==> config.mk <==
export PLATFORM = sky130hd
export DESIGN_NAME = self_test_monitor
export DESIGN_NICKNAME = d
export VERILOG_FILES = /design/src/core/st_pkg.sv /design/src/core/alarm_qual.sv /design/src/core/self_test_monitor.sv
export VERILOG_INCLUDE_DIRS = /design/src /design/src/core
export SDC_FILE = /design/constraint.sdc
export NUM_CORES = 1
export LEC_CHECK = 0
export BUFFER_PORTS_ARGS = -buffer_cell sky130_fd_sc_hd__buf_2
export CAP_MARGIN = 40
export CORE_MARGIN = 1
export CORE_UTILIZATION = 35
export CTS_CLUSTER_SIZE = 8
export DETAILED_ROUTE_END_ITERATION = 7
export SETUP_SLACK_MARGIN = 0.2
export SLEW_MARGIN = 10
export SYNTH_ARGS = -nofsm -noshare
export SYNTH_HDL_FRONTEND = slang
export SYNTH_HIERARCHICAL = 1
export SYNTH_SLANG_ARGS = --single-unit
==> constraint.sdc <==
create_clock -name clock_i -period 4.5 [get_ports clock_i]
set_input_delay 1.125 -clock clock_i [delete_from_list [all_inputs] [get_ports clock_i]]
set_output_delay 1.125 -clock clock_i [all_outputs]
set_load 0.1 [all_outputs]
==> src/core/st_defines.svh <==
`ifndef ST_DEFINES_SVH
`define ST_DEFINES_SVH

// clock and timebase
`define ST_CLK_HZ 25000000
`define ST_CLK_MHZ 25
`define ST_TICK_CYCLES (`ST_CLK_HZ / 1000)
// windows around the test pulse rising edge, in ms
`define ST_WIN_FAST_MS 10'd20
`define ST_WIN_SLOW_MS 10'd100
// self-test duration, in ms
`define ST_DUR_FAST_MS 10'd25
`define ST_DUR_SLOW_MS 10'd1000
// deglitch times, in ms
`define ST_DGT_0_MS 14'd0
`define ST_DGT_1_MS 14'd80
`define ST_DGT_2_MS 14'd625
`define ST_DGT_3_MS 14'd1250
`define ST_DGT_4_MS 14'd2500
`define ST_DGT_5_MS 14'd5000
`define ST_DGT_6_MS 14'd10000
// test start delay: least time, rounded up
`define ST_START_NS 2000
`define ST_START_CYC ((`ST_START_NS * `ST_CLK_MHZ + 999) / 1000)
// result hold and recovery: longest time, rounded down
`define ST_HOLD_US 100
`define ST_HOLD_CYC (`ST_HOLD_US * `ST_CLK_MHZ)
`define ST_REC_US 100
`define ST_REC_CYC (`ST_REC_US * `ST_CLK_MHZ)
`define ST_SINCE_MAX 7'h7F

`endif

==> src/core/st_pkg.sv <==
package st_pkg;
    typedef enum logic [4:0] {
        ST_IDLE  = 5'h01,
        ST_START = 5'h02,
        ST_RUN   = 5'h04,
        ST_DONE  = 5'h08,
        ST_HOLD  = 5'h10
    } st_state_e;
endpackage : st_pkg

==> src/core/alarm_qual.sv <==
`include "st_defines.svh"

module alarm_qual
(
    input wire logic clock_i,
    input wire logic reset_i,
    input wire logic tick_i,
    input wire logic cond_i,
    input wire logic [13:0] limit_ms_i,
    output logic qual_o
);
    logic [13:0] count_q;

    // alarm only after the condition has held for the full limit
    always_ff @(posedge clock_i)
    begin
        if (reset_i || !cond_i)
        begin
            count_q <= 14'h0000;
            qual_o <= 1'b0;
        end
        else if (limit_ms_i == 14'h0000)
        begin
            qual_o <= 1'b1;
        end
        else if (tick_i && !qual_o)
        begin
            if (count_q + 14'h0001 >= limit_ms_i)
            begin
                qual_o <= 1'b1;
            end
            count_q <= count_q + 14'h0001;
        end
    end
endmodule : alarm_qual

==> src/core/self_test_monitor.sv <==
`include "st_defines.svh"

module self_test_monitor
#(
    parameter int unsigned TICK_CYC = `ST_TICK_CYCLES
)
(
    input wire logic clock_i,
    input wire logic reset_i,
    input wire logic test_pulse_in_i,
    input wire logic deglitch_select_bit0_i,
    input wire logic deglitch_select_bit1_i,
    input wire logic deglitch_select_bit2_i,
    input wire logic alarm_sharing_select_i,
    input wire logic [2:0] path_cond_i,
    input wire logic [2:0] path_check_ok_i,
    input wire logic [2:0] alarm_chain_in_i,
    output logic [2:0] alarm_voltage_out_o,
    output logic [2:0] alarm_chain_current_out_o
);
    localparam int START_CYC = `ST_START_CYC;
    localparam int HOLD_CYC = `ST_HOLD_CYC;

    st_pkg::st_state_e state_q;
    logic [14:0] div_q;
    logic tick_q;
    logic pulse_q;
    logic rise;
    logic fall;
    logic [2:0] dgt_code;
    logic [13:0] dgt_ms;
    logic slow;
    logic [9:0] win_ms;
    logic [9:0] dur_ms;
    logic [2:0] qual;
    logic [6:0] since_q [3];
    logic [2:0] recent;
    logic [9:0] elapsed_q;
    logic [11:0] cyc_q;
    logic [2:0] fail_q;
    logic [2:0] own_pass;
    logic [2:0] live;
    logic [2:0] out_d;

    ////////////////////////////////////////////////////////////////////////
    // timebase and edges
    always_ff @(posedge clock_i)
    begin
        if (reset_i || div_q == 15'(TICK_CYC - 1))
        begin
            div_q <= 15'h0000;
        end
        else
        begin
            div_q <= div_q + 15'h0001;
        end
        tick_q <= !reset_i && div_q == 15'(TICK_CYC - 1);
    end

    always_ff @(posedge clock_i)
    begin
        if (reset_i)
        begin
            pulse_q <= 1'b0;
        end
        else
        begin
            pulse_q <= test_pulse_in_i;
        end
    end

    assign rise = test_pulse_in_i && !pulse_q;
    assign fall = !test_pulse_in_i && pulse_q;

    ////////////////////////////////////////////////////////////////////////
    // deglitch selection and live alarms
    assign dgt_code = {deglitch_select_bit0_i, deglitch_select_bit1_i,
                       deglitch_select_bit2_i};

    always_comb
    begin
        case (dgt_code)
            3'h0: dgt_ms = `ST_DGT_0_MS;
            3'h1: dgt_ms = `ST_DGT_1_MS;
            3'h2: dgt_ms = `ST_DGT_2_MS;
            3'h3: dgt_ms = `ST_DGT_3_MS;
            3'h4: dgt_ms = `ST_DGT_4_MS;
            3'h5: dgt_ms = `ST_DGT_5_MS;
            3'h6: dgt_ms = `ST_DGT_6_MS;
            // reserved code: fall back to the shortest nonzero time
            default: dgt_ms = `ST_DGT_1_MS;
        endcase
    end

    assign slow = dgt_code != 3'h0;
    assign win_ms = slow ? `ST_WIN_SLOW_MS : `ST_WIN_FAST_MS;
    assign dur_ms = slow ? `ST_DUR_SLOW_MS : `ST_DUR_FAST_MS;

    genvar p;
    generate
        for (p = 0; p < 3; p++)
        begin : g_path
            alarm_qual u_qual
            (
                .clock_i(clock_i),
                .reset_i(reset_i),
                .tick_i(tick_q),
                .cond_i(path_cond_i[p]),
                .limit_ms_i(dgt_ms),
                .qual_o(qual[p])
            );

            // ms since the raw condition was last seen, saturating
            always_ff @(posedge clock_i)
            begin
                if (reset_i)
                begin
                    since_q[p] <= `ST_SINCE_MAX;
                end
                else if (path_cond_i[p])
                begin
                    since_q[p] <= 7'h00;
                end
                else if (tick_q && since_q[p] != `ST_SINCE_MAX)
                begin
                    since_q[p] <= since_q[p] + 7'h01;
                end
            end

            assign recent[p] = {3'h0, since_q[p]} < win_ms;
        end
    endgenerate

    // shared mode folds every path and the chain into one alarm
    assign live = alarm_sharing_select_i ? (qual | alarm_chain_in_i)
                : {3{|(qual | alarm_chain_in_i)}};

    ////////////////////////////////////////////////////////////////////////
    // self-test sequence
    always_ff @(posedge clock_i)
    begin
        if (reset_i)
        begin
            state_q <= st_pkg::ST_IDLE;
        end
        else
        begin
            case (state_q)
                st_pkg::ST_IDLE:
                    if (rise)
                        state_q <= st_pkg::ST_START;
                st_pkg::ST_START:
                    if (fall)
                        state_q <= st_pkg::ST_HOLD;
                    else if (cyc_q == 12'(START_CYC - 1))
                        state_q <= st_pkg::ST_RUN;
                st_pkg::ST_RUN:
                    if (fall)
                        state_q <= st_pkg::ST_HOLD;
                    else if (elapsed_q >= dur_ms)
                        state_q <= st_pkg::ST_DONE;
                st_pkg::ST_DONE:
                    if (fall)
                        state_q <= st_pkg::ST_HOLD;
                st_pkg::ST_HOLD:
                    if (rise)
                        state_q <= st_pkg::ST_START;
                    else if (cyc_q == 12'(HOLD_CYC - 1))
                        state_q <= st_pkg::ST_IDLE;
                default:
                    state_q <= st_pkg::ST_IDLE;
            endcase
        end
    end

    // cycle count in short states, ms count since the rising edge
    always_ff @(posedge clock_i)
    begin
        if (reset_i || rise || fall)
        begin
            cyc_q <= 12'h000;
        end
        else if (state_q == st_pkg::ST_START || state_q == st_pkg::ST_HOLD)
        begin
            cyc_q <= cyc_q + 12'h001;
        end
        if (reset_i || rise)
        begin
            elapsed_q <= 10'h000;
        end
        else if (tick_q && elapsed_q != 10'h3FF)
        begin
            elapsed_q <= elapsed_q + 10'h001;
        end
    end

    // an alarm close to the rising edge spoils the result of its path
    always_ff @(posedge clock_i)
    begin
        if (reset_i)
        begin
            fail_q <= 3'h0;
        end
        else if (rise)
        begin
            fail_q <= recent | path_cond_i;
        end
        else if ((state_q == st_pkg::ST_START || state_q == st_pkg::ST_RUN)
                 && elapsed_q < win_ms)
        begin
            fail_q <= fail_q | path_cond_i;
        end
    end

    // chain pass needs own pass and a pass from above
    assign own_pass = ~fail_q & path_check_ok_i & ~alarm_chain_in_i;

    always_comb
    begin
        case (state_q)
            st_pkg::ST_START: out_d = live;
            st_pkg::ST_RUN: out_d = 3'h7;
            st_pkg::ST_DONE,
            st_pkg::ST_HOLD:
                // low is pass, high is fail; shared mode needs all paths
                out_d = alarm_sharing_select_i ? ~own_pass
                      : {3{~&own_pass}};
            default: out_d = live;
        endcase
    end

    always_ff @(posedge clock_i)
    begin
        if (reset_i)
        begin
            alarm_voltage_out_o <= 3'h0;
            alarm_chain_current_out_o <= 3'h0;
        end
        else
        begin
            alarm_voltage_out_o <= out_d;
            alarm_chain_current_out_o <= out_d;
        end
    end
endmodule : self_test_monitor

Word-level counts from Yosys, hierarchy flattened
Memory sizes are Yosys's and may differ from the RTL's.
Index checks and enable logic that the tools add are counted.
Widths: inputs -> output; s select.
- flip-flop bits (word level): 95
- output and inout bits: 6
- memories: 1
- word-level logic and storage cells: 173
- bits of input ports: 16
- bits in writable memories: 21
- memory list (memory ; depth ; width ; read ports ; clocked after Yosys merged registers in ; write ports ; RTL line ; text):
    since_q ; 3 ; 7 ; 3 ; 0 ; 3 ; self_test_monitor.sv:36 ; logic [6:0] since_q [3];
- equality and inequality tests: 22
- bitwise gates (word level): 15
- $add $sub $neg: 9
- order comparisons: 8
- reduce and logical (&&, ||, !) cells: 49
- multiplexer cells: 55
- operator list (kind ; count):
    $pmux 14 s6 ; 1
    $mux 7 ; 7
    $add 14x1->14 const B ; 3
    $ge 14x14->1 ; 3
    $mux 5 ; 8
    $mux 1 ; 32
    $pmux 5 s5 ; 1
    $add 7x1->7 const B ; 3
    $lt 7x7->1 ; 3
    $ne 7x7->1 const B ; 3
    $add 15x1->15 const B ; 1
    $eq 15x15->1 const B ; 1
    $logic_not 14->1 ; 1
    $reduce_bool 2->1 ; 7
    $add 12x1->12 const B ; 1
    $eq 12x12->1 const B ; 1
    $eq 12x6->1 const B ; 1
    $mux 3 ; 4
    $reduce_and 2->1 ; 6
    $logic_and 1x1->1 ; 11
    $add 10x1->10 const B ; 1
    $ge 10x10->1 ; 1
    $logic_not 1->1 ; 10
    $lt 10x7->1 ; 1
    24 further kinds ; 47

Depth between registers and ports, before layout
An unclocked memory read counts as a cell.
- depth after elaboration: 8
- mapped depth: 11
- mapped depth without buffers: 11

Hierarchy
Netlist, hierarchy kept.
- modules (own cells, without submodules) (module ; sequential area each (µm²) ; area an instance (µm²) ; instances ; cells an instance):
    self_test_monitor ; 1631.6 ; 4031.4 ; 1 ; 457
    alarm_qual ; 300.3 ; 1196.1 ; 3 ; 149

Least setup slack after synthesis
No wires, ideal clock.
- path kind: input to register
- start: in deglitch_select_bit1_i
- end: reg g_path[0].u_qual.count_q[4]
- stages on the path: 10
- library setup time: 0.128 ns
- data arrival time: 2.900 ns
- slack: 1.473 ns
- required time: 4.372 ns
- buffers on the path: 2
- cells stage by stage: buf_4 -> nor2b_1 -> nor3_1 -> nor2_1 -> nor4_1 -> a41oi_1 -> clkbuf_1 -> nand3_1 -> xnor2_1 -> nor2_1
- longest elaborated chain between the ends: 5
- elaborated cells on any way between the ends: 10
- classes of those cells: 5 x eq/ne; 1 x mux; 1 x bitwise; 3 x reduce/logical
- RTL lines (item ; RTL line ; text):
    from (decl) ; self_test_monitor.sv:12 ; input wire logic deglitch_select_bit1_i,
    $eq 3x3->1 (tied with other cells) ; self_test_monitor.sv:82 ; case (dgt_code)
    $pmux 14 s6 (*) ; self_test_monitor.sv:82 ;
    via dgt_ms[5] ; self_test_monitor.sv:31 ; logic [13:0] dgt_ms;
    $logic_not 14->1 (*) ; alarm_qual.sv:22 ; else if (limit_ms_i == 14'h0000)
    $not 1->1 (no line) (*) ; -- ;
    $reduce_and 2->1 (no line) (*) ; -- ;
    to (signal assigned) ; alarm_qual.sv:32 ; count_q <= count_q + 14'h0001;
    to (decl) ; alarm_qual.sv:12 ; logic [13:0] count_q;
The timed path passes the listed nets; every way through them passes the cells marked *.
A chain may end at the register's enable or synchronous reset.

Worst setup path after layout
- start: in deglitch_select_bit1_i
- end: reg g_path[0].u_qual.count_q[13]
Same word-level chain as after synthesis.

==> impl_results.html <==
<table>
<tr><th>Metric</th><th>Value</th></tr>
<tr><th colspan="2">Power</th></tr>
<tr><td>P per Cell Area</td><td>332 nW/um2</td></tr>
<tr><td>Leak pwr</td><td>3.46 nW</td></tr>
<tr><td>Total design power</td><td>between 0.002 and 0.003 W</td></tr>
<tr><td>Worst vdd rail ir drop</td><td>242 uV</td></tr>
<tr><th colspan="2">CTS</th></tr>
<tr><td>Number of CTS-inserted buffers</td><td>17</td></tr>
<tr><td>CTS tree</td><td>done</td></tr>
<tr><td>Clock transition at the registers of the reported paths</td><td>0.06 ns</td></tr>
<tr><td>Post-CTS Setup Repair Bufs</td><td>0</td></tr>
<tr><td>CTS Hold Bufs</td><td>0</td></tr>
<tr><td>Number of sinks driven by the clock tree</td><td>~120</td></tr>
<tr><td>CTS HTree Levels</td><td>4</td></tr>
<tr><td>Clock root buffer</td><td>sky130_fd_sc_hd__clkbuf_16</td></tr>
<tr><td>Latest clock arrival within the worst-skew pair</td><td>0.42 ns</td></tr>
<tr><td>Largest buffer count on any clock path</td><td>2</td></tr>
<tr><td>CTS-repair resized insts</td><td>0</td></tr>
<tr><th colspan="2">Detailed routing</th></tr>
<tr><td>Post-DR wirelength/cell</td><td>13.7 um</td></tr>
<tr><td>Per-cell via count in the routed design</td><td>between 5 and 6</td></tr>
<tr><td>Post-detailed-routing wire length</td><td>16500 um</td></tr>
<tr><td>Vias after detailed routing</td><td>6141</td></tr>
<tr><td>Number of iterations in the first detailed-routing pass</td><td>5</td></tr>
<tr><td>Number of routed nets with antenna violations</td><td>0</td></tr>
<tr><td>DRC errors left</td><td>0</td></tr>
<tr><td>Starting DRC count in detailed routing</td><td>271</td></tr>
<tr><th colspan="2">Cells and area</th></tr>
<tr><td>Share of layout cells above drive strength 1</td><td>0.0958</td></tr>
<tr><td>Fill count</td><td>2154</td></tr>
<tr><td>Leading cell type in the layout, fill and taps excluded</td><td>sky130_fd_sc_hd__nor2_1</td></tr>
<tr><td>Antenna cells</td><td>0</td></tr>
<tr><td>Commonest non-fill, non-tap cells in the layout</td><td>sky130_fd_sc_hd__nor2_1, sky130_fd_sc_hd__dfxtp_1, sky130_fd_sc_hd__xor2_1, sky130_fd_sc_hd__nand3_1, sky130_fd_sc_hd__nand2_1</td></tr>
<tr><td>Area growth from synthesis to layout</td><td>12.1%</td></tr>
<tr><td>Number of standard cells in the final layout excluding fillers</td><td>1204</td></tr>
<tr><td>Number of nets in the finished design</td><td>approximately 990</td></tr>
<tr><th colspan="2">Setup path</th></tr>
<tr><td>Setup Crit Path Kind</td><td>in -&gt; reg</td></tr>
<tr><td>CP max FO</td><td>13</td></tr>
<tr><td>Reg2Reg Launch Point</td><td>g_path[1].u_qual/count_q[0]</td></tr>
<tr><td>Critical Path AT</td><td>between 3 and 4 ns</td></tr>
<tr><td>R2R setup slack</td><td>1.99 ns</td></tr>
<tr><td>R2r endpoint</td><td>g_path[1].u_qual/qual_o</td></tr>
<tr><td>Kind of start point of the critical path</td><td>input pin</td></tr>
<tr><td>Number of cell instances on the worst register-to-register path</td><td>10</td></tr>
<tr><td>Endpoint class of the critical path</td><td>register</td></tr>
<tr><td>Worst path required time</td><td>4.84 ns</td></tr>
<tr><th colspan="2">STA</th></tr>
<tr><td>Setup Skew</td><td>0.00950 ns</td></tr>
<tr><td>Slew at the pin closest to its max-slew limit</td><td>0.844 ns</td></tr>
<tr><td>Final-report max-slew violation count</td><td>0</td></tr>
<tr><td>Max-Slew Margin vs Limit</td><td>0.432</td></tr>
<tr><td>Setup Total Neg Slack</td><td>0 ns</td></tr>
<tr><td>Count of endpoints failing setup in the final report</td><td>0</td></tr>
<tr><td>Peak Freq</td><td>between 0.3 and 0.4 GHz</td></tr>
<tr><td>Unrepaired setup endpoints after global routing</td><td>false</td></tr>
<tr><td>Final Cycle Share</td><td>0.695</td></tr>
<tr><td>Total count of hold-check failures in the final report</td><td>0</td></tr>
<tr><td>Final min period</td><td>3.13 ns</td></tr>
<tr><th colspan="2">Logic synthesis</th></tr>
<tr><td>Netlist area before placement</td><td>7620 um2</td></tr>
<tr><td>Number of enable flip-flop cells after synthesis</td><td>21</td></tr>
<tr><td>Avg Synthesized Cell Area</td><td>8.43 um2</td></tr>
<tr><td>Primary FF master, synth</td><td>sky130_fd_sc_hd__dfxtp_1</td></tr>
<tr><td>Distinct cells, synth</td><td>70</td></tr>
<tr><td>Syn nets</td><td>a little under 1000</td></tr>
<tr><td>Seq cells post-synth</td><td>116</td></tr>
<tr><td>Number of warnings printed during yosys synthesis</td><td>6</td></tr>
<tr><td>FFs w/ async S/R, synth</td><td>0</td></tr>
<tr><td>Synth Instances</td><td>904</td></tr>
<tr><td>Sequential fraction of the synthesis area</td><td>0.332</td></tr>
<tr><th colspan="2">Placement</th></tr>
<tr><td># placed instances</td><td>around 1200</td></tr>
<tr><td>GP Congestion</td><td>0.840</td></tr>
<tr><td>Dpl hpwl</td><td>11700 um</td></tr>
<tr><td>Buffers on Ports</td><td>21</td></tr>
<tr><th colspan="2">Floorplanning</th></tr>
<tr><td>Vertical die dimension</td><td>around 150 um</td></tr>
<tr><td>Placement row count</td><td>53</td></tr>
<tr><td>Core Region</td><td>21200 um2</td></tr>
<tr><td>Total Die Area</td><td>22400 um2</td></tr>
<tr><td>Initial Utilization</td><td>0.360</td></tr>
<tr><td>I/O pin count</td><td>22</td></tr>
<tr><td>Chip Width</td><td>150 um</td></tr>
<tr><th colspan="2">Global routing</th></tr>
<tr><td>Pin count of the biggest net entering global routing</td><td>49</td></tr>
<tr><td>Initial antenna violation count</td><td>0</td></tr>
<tr><td>Vias in the first global route</td><td>5767</td></tr>
<tr><td>Aggregate global routing overflow</td><td>0</td></tr>
<tr><td>GRT Util Overall</td><td>0.157</td></tr>
<tr><td>Wire length of the first global-routing pass</td><td>around 28000 um</td></tr>
<tr><th colspan="2">Hold path</th></tr>
<tr><td>HP Start</td><td>div_q[0]</td></tr>
<tr><td>End point of the worst hold path</td><td>div_q[0]</td></tr>
<tr><td>Worst hold path cell count</td><td>1</td></tr>
<tr><td>HP Class</td><td>reg -&gt; reg</td></tr>
<tr><th colspan="2">Run status</th></tr>
<tr><td>Status</td><td>complete, no violations</td></tr>
<tr><th colspan="2">Run</th></tr>
<tr><td>Number of violations of the max-capacitance limit</td><td>0</td></tr>
</table>
[synth_stat cells, drive strengths merged, types with 3 or more instances]
cell type / n / area share
nor2: 109 / 0.054
dfxtp: 95 / 0.25
nand3: 69 / 0.047
xor2: 68 / 0.078
nand2: 61 / 0.030
inv: 57 / 0.028
ha: 55 / 0.090
a21oi: 45 / 0.030
xnor2: 45 / 0.052
o21ai: 31 / 0.020
nand4: 29 / 0.032
and3: 26 / 0.021
nor3: 25 / 0.019
edfxtp: 21 / 0.083
clkbuf: 20 / 0.0099
a21o: 16 / 0.016
nor4: 15 / 0.018
nand2b: 14 / 0.011
or3: 14 / 0.013
buf: 12 / 0.011
nor2b: 10 / 0.0082
and2: 9 / 0.0074
a41oi: 8 / 0.010
and4: 5 / 0.0057
a22oi: 3 / 0.0030
a311oi: 3 / 0.0034
a31oi: 3 / 0.0025
[registers in the layout, indices dropped and copies added, names as in the netlist]
name	cells
g_path.u_qual/count_q	42
since_q	21
div_q	15
cyc_q	12
elapsed_q	10
state_q	5
alarm_chain_current_out_o	3
fail_q	3
g_path.u_qual/qual_o	3
pulse_q	1
tick_q	1
[layer usage]
metal | GRT usage | routed length [um] | vias to the layer above
met5 | 0 | 0 | -
met4 | 0.0403 | 133 | 0
met3 | 0.0393 | 645 | 10
met2 | 0.243 | 7380 | 108
met1 | 0.216 | 8290 | 2817
li1 | - | - | 3206
[critical path, stage by stage]
cell and delay, ns:
sky130_fd_sc_hd__buf_2 0.17, sky130_fd_sc_hd__nor2b_1 0.45, sky130_fd_sc_hd__nor3_1 0.09, sky130_fd_sc_hd__nor2_1 0.37
sky130_fd_sc_hd__nor4_1 0.12, sky130_fd_sc_hd__a41oi_1 0.25, sky130_fd_sc_hd__buf_4 0.22, sky130_fd_sc_hd__nand2_1 0.15
sky130_fd_sc_hd__or3_1 0.37, sky130_fd_sc_hd__a21oi_1 0.14
[area by class of cell]
class | count | area, um2 | area share
clock buffers | 17 | 425 | 0.0498
clock inverters | 15 | 176 | 0.0207
inverters | 58 | 219 | 0.0256
multi-input cells | 698 | 4710 | 0.551
flip-flops and latches | 116 | 2530 | 0.297
well taps | 275 | 344 | 0.0403
repair buffers | 25 | 135 | 0.0158
[cell families after synthesis]
group / count (synthesis) / share of synthesized area
muxes: 2 / 0.00263
DFF: 116 / 0.332
and+or+nand+nor: 394 / 0.277
xor gates and xnor gates: 113 / 0.130
buffers and inverters: 90 / 0.0501
adders and majority gates: 55 / 0.0903
AOI/OAI and AO/OA: 134 / 0.118
[through the flow]
| step | cell area (um2) | setup WS [ns] | utilization | hold WS, ns |
|---|---|---|---|---|
| 6_report | 8540 | 1.37 | 0.404 | 0.442 |
| 5_1_grt | 8540 | 1.07 | 0.404 | 0.485 |
| 4_1_cts | 8540 | 1.42 | 0.404 | 0.442 |
| 3_5_place_dp | 7940 | 0.984 | 0.375 | 0.433 |
| 3_3_place_gp | 7940 | 1.16 | 0.375 | 0.429 |
| 2_1_floorplan | 7620 | 1.47 | - | 0.413 |
[where the power goes]
part           switching, W  internal, W
combinational      0.000195     0.000112
clock              0.000526     0.000873
sequential        0.0000359      0.00109
total              0.000756      0.00208
[worst max path at each step]
stage / from / end / slack [ns] / depth (start not counted)
2_1_floorplan: deglitch_select_bit1_i / g_path[0].u_qual/count_q[4] / 1.47 / 10
3_3_place_gp: deglitch_select_bit1_i / g_path[2].u_qual/count_q[13] / 1.16 / 10
3_5_place_dp: deglitch_select_bit1_i / g_path[2].u_qual/count_q[13] / 0.98 / 10
4_1_cts: deglitch_select_bit1_i / g_path[1].u_qual/count_q[13] / 1.42 / 10
5_1_grt: deglitch_select_bit1_i / g_path[0].u_qual/count_q[13] / 1.07 / 10
6_report: deglitch_select_bit1_i / g_path[0].u_qual/count_q[13] / 1.37 / 10
Power figures use the tool's default switching activity.
